==> config.mk <==
export PLATFORM = sky130hd
export DESIGN_NAME = usb_frame_list_and_sof_timing
export DESIGN_NICKNAME = d
export VERILOG_FILES = /design/src/hw/frame_list_pkg.sv /design/src/hw/frame_timer.sv /design/src/hw/usb_frame_list_and_sof_timing.sv
export SDC_FILE = /design/constraint.sdc
export NUM_CORES = 1
export LEC_CHECK = 0
export ABC_AREA = 1
export BUFFER_PORTS_ARGS = -buffer_cell sky130_fd_sc_hd__buf_2
export CORE_MARGIN = 2
export CORE_UTILIZATION = 53
export DETAILED_ROUTE_END_ITERATION = 8
export PLACE_DENSITY = 0.85
export SLEW_MARGIN = 5
export SYNTH_ARGS = -nofsm -noshare
export SYNTH_HDL_FRONTEND = slang
export SYNTH_HIERARCHICAL = 1
export SYNTH_SLANG_ARGS = --single-unit
==> constraint.sdc <==
create_clock -name mclk -period 2.51 [get_ports mclk]
set_input_delay 0.1255 -clock mclk [delete_from_list [all_inputs] [get_ports mclk]]
set_output_delay 0.1255 -clock mclk [all_outputs]
set_load 0.01 [all_outputs]
==> src/hw/frame_list_pkg.sv <==
/*
  Constants shared by the frame list address and frame timing logic:
  register offsets, field positions, reset values and frame length figures.
  Assumes the I/O offsets are taken relative to the controller's I/O base.
*/
package frame_list_pkg;

  // ----------------------------------------------------------------------
  // Register map
  // ----------------------------------------------------------------------
  localparam logic [7:0] OFS_LIST_BASE = 8'h08;
  localparam logic [7:0] OFS_TIMING_ADJ = 8'h0c;

  // ----------------------------------------------------------------------
  // Fields and reset values
  // ----------------------------------------------------------------------
  localparam int BASE_LSB = 12;
  localparam int ADJ_W = 7;
  localparam int FRAME_INDEX_COUNTER_W = 11;
  localparam int INDEX_W = 10;
  localparam logic [31:0] LIST_BASE_RESET = 32'h0000_0000;
  localparam logic [6:0] ADJ_RESET = 7'h40;

  // ----------------------------------------------------------------------
  // Frame length in frame-clock periods
  // ----------------------------------------------------------------------
  localparam int LEN_W = 14;
  localparam logic [13:0] FRAME_LEN_BASE = 14'h2ea0;
  localparam logic [13:0] FRAME_LEN_RESET = 14'h2ee0;

endpackage

==> src/hw/frame_timer.sv <==
/*
  Frame length timer: counts synchronised frame-clock ticks and marks the
  end of each frame. Assumes tick is a one-cycle pulse on mclk, one per
  frame-clock period, and that the adjust value is stable on mclk.
*/
`timescale 1ns/10ps
`default_nettype none

module frame_timer
  import frame_list_pkg::*;
(
  // Clock and resets
  input wire logic mclk,
  input wire logic rst_n,
  input wire logic hcReset,
  // Control
  input wire logic run,
  input wire logic tick,
  input wire logic [6:0] adjust,
  // Frame boundary
  output logic frameEnd
);

  logic [13:0] cntReg;
  logic [13:0] lenReg;
  logic [13:0] newLen;
  logic lastTick;

  // ----------------------------------------------------------------------
  // Length decode
  // ----------------------------------------------------------------------
  // The adjust value is sampled only at a boundary or while stopped or in
  // controller reset, so a write never stretches or cuts the frame under way.
  assign newLen = FRAME_LEN_BASE + {7'h00, adjust};
  assign lastTick = tick && (cntReg == lenReg - 14'h0001);

  // Count ticks; reload length and restart at each frame boundary.
  always_ff @(posedge mclk or negedge rst_n)
  begin
    if (!rst_n)
    begin
      cntReg <= 14'h0000;
      lenReg <= FRAME_LEN_RESET;
      frameEnd <= 1'b0;
    end
    else if (hcReset || !run)
    begin
      cntReg <= 14'h0000;
      lenReg <= newLen;
      frameEnd <= 1'b0;
    end
    else
    begin
      frameEnd <= lastTick;
      if (lastTick)
      begin
        cntReg <= 14'h0000;
        lenReg <= newLen;
      end
      else if (tick)
      begin
        cntReg <= cntReg + 14'h0001;
      end
    end
  end

  // ----------------------------------------------------------------------
  // Checks
  // ----------------------------------------------------------------------
  property p_frameLength;
    @(posedge mclk) disable iff (!rst_n || hcReset || !run)
    lastTick |=> lenReg == FRAME_LEN_BASE + {7'h00, $past(adjust)} && cntReg == 14'h0000;
  endproperty
  a_frameLength: assert property (p_frameLength)
    else $error("frame ended at wrong tick count");

  property p_lenHeld;
    @(posedge mclk) disable iff (!rst_n || hcReset)
    (run && !lastTick && $past(run)) |=> $stable(lenReg);
  endproperty
  a_lenHeld: assert property (p_lenHeld)
    else $error("frame length changed inside a frame");

  property p_endPulse;
    @(posedge mclk) disable iff (!rst_n || hcReset || !run)
    lastTick |=> frameEnd ##1 !frameEnd;
  endproperty
  a_endPulse: assert property (p_endPulse)
    else $error("frame end not a single pulse after boundary");

  c_frameEnd: cover property (@(posedge mclk) disable iff (!rst_n) frameEnd);

endmodule

`default_nettype wire

==> src/hw/usb_frame_list_and_sof_timing.sv <==
/*
  Frame list entry address and start-of-frame timing for a USB host
  controller. Holds the frame list base and frame timing adjust registers on
  a byte-enabled I/O port, counts frames and forms each entry address.
  Assumes I/O strobes are one-cycle pulses on mclk, the 12 MHz frame clock
  arrives on a pin unrelated to mclk, and hcReset/run come from mclk logic.
*/
`timescale 1ns/10ps
`default_nettype none

// Behaviour
// - Base register keeps only bits 31:12; bits 11:0 always read zero.
// - Entry address joins stored base bits 31:12 with the frame counter.
// - Entry address bits 1:0 are always zero; list holds 1024 entries.
// - Adjust register is 8 bits; only bits 6:0 matter, bit 7 reserved.
// - A new adjust value takes effect from the next frame only.
// - Frame lasts 11936 plus adjust value frame-clock periods.
// - Adjust value defaults to 64, giving 12000 clocks per frame.
// - Default adjust with 12 MHz frame clock gives a 1 ms frame.
// - Adjust register returns to default on controller or global reset.
// - Adjust may be rewritten any time, also while running.
// - Frame counter bits 9:0 drive entry address bits 11:2.
// - Eleven-bit frame counter increments once at every frame end.
module usb_frame_list_and_sof_timing
  import frame_list_pkg::*;
(
  // Clock and resets
  input wire logic mclk,
  input wire logic rst_n,
  input wire logic hcReset,
  // Schedule control
  input wire logic run,
  // Frame clock pin
  input wire logic frameClk,
  // I/O register port
  input wire logic [7:0] ioAddr,
  input wire logic [3:0] ioBe,
  input wire logic ioWr,
  input wire logic ioRd,
  input wire logic [31:0] ioWrData,
  output logic [31:0] ioRdData,
  output logic ioRdValid,
  // Frame outputs
  output logic [10:0] frame_index_counter,
  output logic [31:0] entryAddr,
  output logic sofStart
);

  logic [31:0] frame_list_base_address_reg;
  logic [6:0] frame_timing_adjust_reg;
  logic [31:0] baseNext;
  logic [6:0] adjNext;
  logic [31:0] rdNext;
  logic [31:0] entryAddrNext;
  logic selBase;
  logic selAdj;
  logic clkSync1;
  logic clkSync2;
  logic clkSync3;
  logic tick;
  logic frameEnd;

  // ----------------------------------------------------------------------
  // Address decode
  // ----------------------------------------------------------------------
  // A byte is written only if its lane is enabled, so byte and word writes
  // both work; lanes that fall below bit 12 are dropped on purpose.
  function automatic logic [7:0] laneMerge(input logic [7:0] oldByte,
                                           input logic [7:0] newByte,
                                           input logic en);
    laneMerge = en ? newByte : oldByte;
  endfunction

  assign selBase = (ioAddr == OFS_LIST_BASE);
  assign selAdj = (ioAddr == OFS_TIMING_ADJ);
  assign baseNext = {laneMerge(frame_list_base_address_reg[31:24], ioWrData[31:24], ioBe[3]),
                     laneMerge(frame_list_base_address_reg[23:16], ioWrData[23:16], ioBe[2]),
                     laneMerge(frame_list_base_address_reg[15:8],
                               ioWrData[15:8], ioBe[1]) & 8'hf0,
                     8'h00} & 32'hffff_f000;
  assign adjNext = ioBe[0] ? ioWrData[6:0] : frame_timing_adjust_reg;
  assign rdNext = selBase ? frame_list_base_address_reg :
                  selAdj ? {25'h0000000, frame_timing_adjust_reg} : 32'h0000_0000;

  // ----------------------------------------------------------------------
  // Registers
  // ----------------------------------------------------------------------
  // Base register: low twelve bits never store anything.
  always_ff @(posedge mclk or negedge rst_n)
  begin
    if (!rst_n)
      frame_list_base_address_reg <= LIST_BASE_RESET;
    else if (ioWr && selBase)
      frame_list_base_address_reg <= baseNext;
  end

  // Adjust register: both resets restore the default; writes are taken
  // even while frames run, since the timer only samples at boundaries.
  always_ff @(posedge mclk or negedge rst_n)
  begin
    if (!rst_n)
      frame_timing_adjust_reg <= ADJ_RESET;
    else if (hcReset)
      frame_timing_adjust_reg <= ADJ_RESET;
    else if (ioWr && selAdj)
      frame_timing_adjust_reg <= adjNext;
  end

  // Read answer one cycle after the strobe; unmapped offsets read zero.
  always_ff @(posedge mclk or negedge rst_n)
  begin
    if (!rst_n)
    begin
      ioRdData <= 32'h0000_0000;
      ioRdValid <= 1'b0;
    end
    else
    begin
      ioRdValid <= ioRd;
      if (ioRd)
        ioRdData <= rdNext;
    end
  end

  // ----------------------------------------------------------------------
  // Frame clock synchroniser
  // ----------------------------------------------------------------------
  // At 25 MHz the 12 MHz clock is sampled barely above twice per period;
  // the edge detector looks only at the second and third stages.
  always_ff @(posedge mclk or negedge rst_n)
  begin
    if (!rst_n)
    begin
      clkSync1 <= 1'b0;
      clkSync2 <= 1'b0;
      clkSync3 <= 1'b0;
    end
    else
    begin
      clkSync1 <= frameClk;
      clkSync2 <= clkSync1;
      clkSync3 <= clkSync2;
    end
  end

  assign tick = clkSync2 && !clkSync3;

  // Frame length timer; the adjust value feeds it directly and is latched
  // there at each boundary.
  frame_timer u_timer (
    .mclk(mclk),
    .rst_n(rst_n),
    .hcReset(hcReset),
    .run(run),
    .tick(tick),
    .adjust(frame_timing_adjust_reg),
    .frameEnd(frameEnd)
  );

  // ----------------------------------------------------------------------
  // Frame counter and entry address
  // ----------------------------------------------------------------------
  assign entryAddrNext = {frame_list_base_address_reg[31:BASE_LSB],
                          frame_index_counter[INDEX_W-1:0], 2'b00};

  // Frame number and start-of-frame marker follow the timer's boundary.
  always_ff @(posedge mclk or negedge rst_n)
  begin
    if (!rst_n)
    begin
      frame_index_counter <= 11'h000;
      sofStart <= 1'b0;
    end
    else if (hcReset)
    begin
      frame_index_counter <= 11'h000;
      sofStart <= 1'b0;
    end
    else
    begin
      sofStart <= frameEnd;
      if (frameEnd)
        frame_index_counter <= frame_index_counter + 11'h001;
    end
  end

  // Entry address registered so it is a clean flop output.
  always_ff @(posedge mclk or negedge rst_n)
  begin
    if (!rst_n)
      entryAddr <= 32'h0000_0000;
    else
      entryAddr <= entryAddrNext;
  end

  // ----------------------------------------------------------------------
  // Checks
  // ----------------------------------------------------------------------
  logic [19:0] baseHi;
  logic [9:0] idxLo;
  assign baseHi = frame_list_base_address_reg[31:12];
  assign idxLo = frame_index_counter[9:0];

  property p_baseLow;
    @(posedge mclk) disable iff (!rst_n)
    (ioWr && selBase && (&ioBe[3:1])) |=>
      frame_list_base_address_reg == {$past(ioWrData[31:12]), 12'h000};
  endproperty
  a_baseLow: assert property (p_baseLow)
    else $error("base register low bits or upper bits wrong after write");

  property p_addrForm;
    @(posedge mclk) disable iff (!rst_n)
    1'b1 |=> entryAddr[31:12] == $past(baseHi) && entryAddr[11:2] == $past(idxLo);
  endproperty
  a_addrForm: assert property (p_addrForm)
    else $error("entry address does not join base and frame index");

  property p_addrAlign;
    @(posedge mclk) disable iff (!rst_n)
    entryAddr[1:0] == 2'b00;
  endproperty
  a_addrAlign: assert property (p_addrAlign)
    else $error("entry address not dword aligned");

  property p_adjDefault;
    @(posedge mclk) disable iff (!rst_n)
    hcReset |=> frame_timing_adjust_reg == ADJ_RESET;
  endproperty
  a_adjDefault: assert property (p_adjDefault)
    else $error("adjust not at default after controller reset");

  property p_adjWrite;
    @(posedge mclk) disable iff (!rst_n)
    (ioWr && selAdj && ioBe[0] && !hcReset) |=>
      frame_timing_adjust_reg == $past(ioWrData[6:0]);
  endproperty
  a_adjWrite: assert property (p_adjWrite)
    else $error("adjust write not taken");

  property p_frameInc;
    @(posedge mclk) disable iff (!rst_n || hcReset)
    frameEnd |=> frame_index_counter == $past(frame_index_counter) + 11'h001 ##1 sofStart == 1'b0;
  endproperty
  a_frameInc: assert property (p_frameInc)
    else $error("frame counter did not step once at frame end");

  c_sof: cover property (@(posedge mclk) disable iff (!rst_n) sofStart);
  c_adjRunWrite: cover property (@(posedge mclk) disable iff (!rst_n)
    run && ioWr && selAdj);
  c_wrap: cover property (@(posedge mclk) disable iff (!rst_n)
    sofStart && frame_index_counter == 11'h000);

endmodule

`default_nettype wire

==> impl_results.md <==
- Result of the run: complete, no violations
- Hold Fails Final Rpt: 0
- Number of cells produced by synthesis: around 590
- Initial DRC count: roughly 370
- H-tree levels: 4
- Arrival time at the worst endpoint: ~2500 ps
- Worst VDD drop: about 0.00070 V
- Final total negative setup slack: 0 ps
- Cell with the most instances after synthesis: sky130_fd_sc_hd__nand2_1
- Startpoint of the worst hold path: ioRd
- Bufs on Longest Clock Path: 2
- Antenna viol nets, final: 0
- Routed length on met2: ~7600 microns
- Post-route clock skew: between 6 and 7 ps
- Required @ worst endpoint: about 2900 ps
- Area fraction of the dominant cell type after synthesis: 0.569
- Hold Path Cell Cnt: 2
- Antenna violations before repair: 0
- Min Clock Period, post-route: ~2100 ps
- Synthesized area divided by synthesized cell count: ~9 sq um
- Port Buffers: 115
- Number of enable flip-flop cells after synthesis: 0
- Overall die area: approximately 11000 sq um
- Num CTS Buffers: 17
- Peak Freq: 476 MHz
- Clock latency on the worst-skew pair: 520 ps
- Relative max-transition margin: 0.389
- Worst hold path type: input pin to register
- Max-cap violations: 0
- Fraction of the yosys area taken by sequential cells: 0.589
- Sum of net half-perimeters after detailed placement: between 8000 and 9000 microns
- Area of the placeable core: 9730 sq um
- Overall global routing resource usage: 0.289
- Setup violation total in the final timing report: 0
- Commonest cells in the synthesized netlist: sky130_fd_sc_hd__nand2_1 (184), sky130_fd_sc_hd__dfrtp_1 (120), sky130_fd_sc_hd__nand3_1 (58)
- Clock tree sinks: between 100 and 150
- Diode insertion count for antenna repair: 0
- Total number of vias: roughly 4900
- Cell area after synthesis: 5280 sq um
- Capturing element type of the critical path: register
- WS Path Type: register to register
- Sum of overflow across all layers after global routing: 0
- Max Used Layer: met4
- Share of layout cells above drive strength 1: 0.226
- Per-cell routed wire length: ~16 microns
- Fraction of registers with async set or reset after synthesis: 1.00
- Wl on met1: between 5000 and 6000 microns
- Maximum number of pins on one net before global-route repair: 76
- Number of flip-flops and latches in the synthesized netlist: ~120
- Worst reg-to-reg path cell count: 14
- Library cell used as clock root buffer: sky130_fd_sc_hd__clkbuf_8
- Cell taking the most area after synthesis: sky130_fd_sc_hd__dfrtp_1
- Die Wd: ~100 microns
- Number of flip-flops in the largest register: 30
- Starting utilization of the core area: 0.543
- Most used flip-flop cell after synthesis: sky130_fd_sc_hd__dfrtp_1
- DIE HEIGHT: just over 100 microns
- End point of the worst hold path: ioRdValid
- Worst R2R End: u_timer/lenReg[3]
- Synthesis-to-layout area growth: 34.0%
- Number of setup buffers added after CTS: 0
- Biggest area contributors in the synthesized netlist: sky130_fd_sc_hd__dfrtp_1 (57%), sky130_fd_sc_hd__nand2_1 (13%), sky130_fd_sc_hd__nand3_1 (5.5%)
- Final Routed Wirelength: around 15000 microns
- Global-route wire length before repair: 24400 microns
- Ratio of total power to cell area: 693 nW/um^2
- Measured slew at the worst slew-check pin: approximately 920 ps
- Clock tree from TritonCTS: yes
- Maximum fanout along the worst path: 29
- Launching element type of the critical path: register
- Pre-Repair DR Iteration Count: 5
- NumNets Final: between 800 and 900
- Met3 wirelength from detailed routing: about 1300 microns
- Slew Limit Fails: 0
- Total power consumption of the routed design: around 4.9 mW
- Number of global-route vias before repair: 5072
- Routability congestion estimate: 0.837
- Reg2reg setup slack: about 410 ps
- P_leak: 3.83 nW
- Post-route DRC violation count: 0
- Via count normalized by instance count: 5.43
- Count of yosys warnings during synthesis: 6
- Unrepaired setup endpoints after global routing: false
- RR Startpoint: u_timer/lenReg[0]
- Row cnt: 36
- Boundary Pins: about 130
- Clock transition at the register clock pins on the worst setup and hold paths after CTS: around 60 ps
- Distinct cell type count after synthesis: 35
- Post-route clock period utilization: 0.838
[cells in the final DEF (no fill, tap or decap), types with 2 or more instances in the layout]
master	count
sky130_fd_sc_hd__nand3_1	58
sky130_fd_sc_hd__ha_1	4
sky130_fd_sc_hd__clkbuf_16	16
sky130_fd_sc_hd__dlygate4sd3_1	53
sky130_fd_sc_hd__inv_2	2
sky130_fd_sc_hd__clkinv_4	3
sky130_fd_sc_hd__dfstp_2	4
sky130_fd_sc_hd__nor2_2	3
sky130_fd_sc_hd__buf_4	7
sky130_fd_sc_hd__or2_2	2
sky130_fd_sc_hd__nand3_2	3
sky130_fd_sc_hd__nand2_1	184
sky130_fd_sc_hd__nor3b_1	2
sky130_fd_sc_hd__bufinv_16	4
sky130_fd_sc_hd__xnor2_1	3
sky130_fd_sc_hd__a21oi_1	8
sky130_fd_sc_hd__inv_1	46
sky130_fd_sc_hd__nor3_1	3
sky130_fd_sc_hd__nand4_1	34
sky130_fd_sc_hd__clkinv_2	3
sky130_fd_sc_hd__o21ai_0	18
sky130_fd_sc_hd__nor2_1	49
sky130_fd_sc_hd__nor3_2	4
sky130_fd_sc_hd__clkbuf_8	2
sky130_fd_sc_hd__dfrtp_1	120
sky130_fd_sc_hd__xor2_1	3
sky130_fd_sc_hd__clkinvlp_4	3
sky130_fd_sc_hd__conb_1	7
sky130_fd_sc_hd__buf_2	114
[worst max-delay path by stage]
| stage | startpoint | end | slack [ps] | cells past startpoint |
|---|---|---|---|---|
| final | u_timer/lenReg[0] | u_timer/lenReg[3] | 410 | 14 |
| after floorplan | u_timer/lenReg[0] | u_timer/cntReg[5] | 760 | 12 |
| after CTS | u_timer/lenReg[0] | u_timer/lenReg[3] | 270 | 14 |
| after global routing | u_timer/lenReg[0] | u_timer/lenReg[3] | 160 | 14 |
| after global placement | u_timer/lenReg[0] | u_timer/lenReg[8] | 410 | 10 |
| after detailed placement | u_timer/lenReg[0] | u_timer/lenReg[2] | 360 | 10 |
[cell type report]
class	count	area, sq um
clock inverter	14	193
tap	133	166
sequential	124	3110
clock buffer	18	428
fill	641	2660
inverter	49	184
multi-input combinational	394	1840
timing repair buffer	174	1150
[cell families (layout without fill, tap and decap cells)]
logic type | Yosys count | count (layout) | synth area share
other cells | 1 | 7 | 0.000710
fa+ha+maj | 4 | 4 | 0.00948
xor+xnor | 6 | 6 | 0.00995
buf+inv | 75 | 255 | 0.0678
flops | 124 | 124 | 0.589
compound gates | 30 | 30 | 0.0299
simple gates | 347 | 347 | 0.294
[power breakdown]
| group | internal, mW | switching (mW) | total, mW |
|---|---|---|---|
| registers | 2.04 | 0.0303 | 2.07 |
| logic | 0.103 | 0.172 | 0.275 |
| clock network | 1.64 | 0.919 | 2.56 |
[metrics by stage]
| step | instances | hold slack (ps) | utilization | worst slack (ps) | area [sq um] |
|---|---|---|---|---|---|
| 3_3_place_gp | 821 | 238 | 0.608 | 414 | 5920 |
| 6_report | 906 | 39.7 | 0.727 | 407 | 7070 |
| 4_1_cts | 906 | 9.78 | 0.727 | 271 | 7070 |
| 2_1_floorplan | 593 | -170 | - | 761 | 5300 |
| 3_5_place_dp | 821 | 235 | 0.608 | 359 | 5920 |
| 5_1_grt | 906 | 26.0 | 0.727 | 155 | 7070 |
[critical path, cell delays in order, from the launching register on]
cell                      delay (ps)
sky130_fd_sc_hd__dfrtp_1         380
sky130_fd_sc_hd__inv_1           140
sky130_fd_sc_hd__ha_1            250
sky130_fd_sc_hd__inv_1            60
sky130_fd_sc_hd__nand2_1          90
sky130_fd_sc_hd__nand2_1          70
sky130_fd_sc_hd__nand2_1          50
sky130_fd_sc_hd__nand2_1          40
sky130_fd_sc_hd__inv_1            40
sky130_fd_sc_hd__nand3_1          60
sky130_fd_sc_hd__nor2_1          130
sky130_fd_sc_hd__nand3_2         160
sky130_fd_sc_hd__nand2_4         300
sky130_fd_sc_hd__nand2_1         110
sky130_fd_sc_hd__o21ai_0         130
[routing by layer]
layer / global-route usage / vias to the layer above
met5: 0 / -
met4: 0.160 / 0
met3: 0.0894 / 53
met2: 0.492 / 277
met1: 0.322 / 2355
li1: - / 2237
[repair_timing]
| action | 4_1_cts | 5_1_grt |
|---|---|---|
| hold buffers | 53 | 0 |
| gates resized for setup | 0 | 1 |
| endpoints found under the hold margin | 101 | 0 |
| setup endpoints to repair | 0 | 1 |
Note: power is estimated with default switching activity, not from simulation.
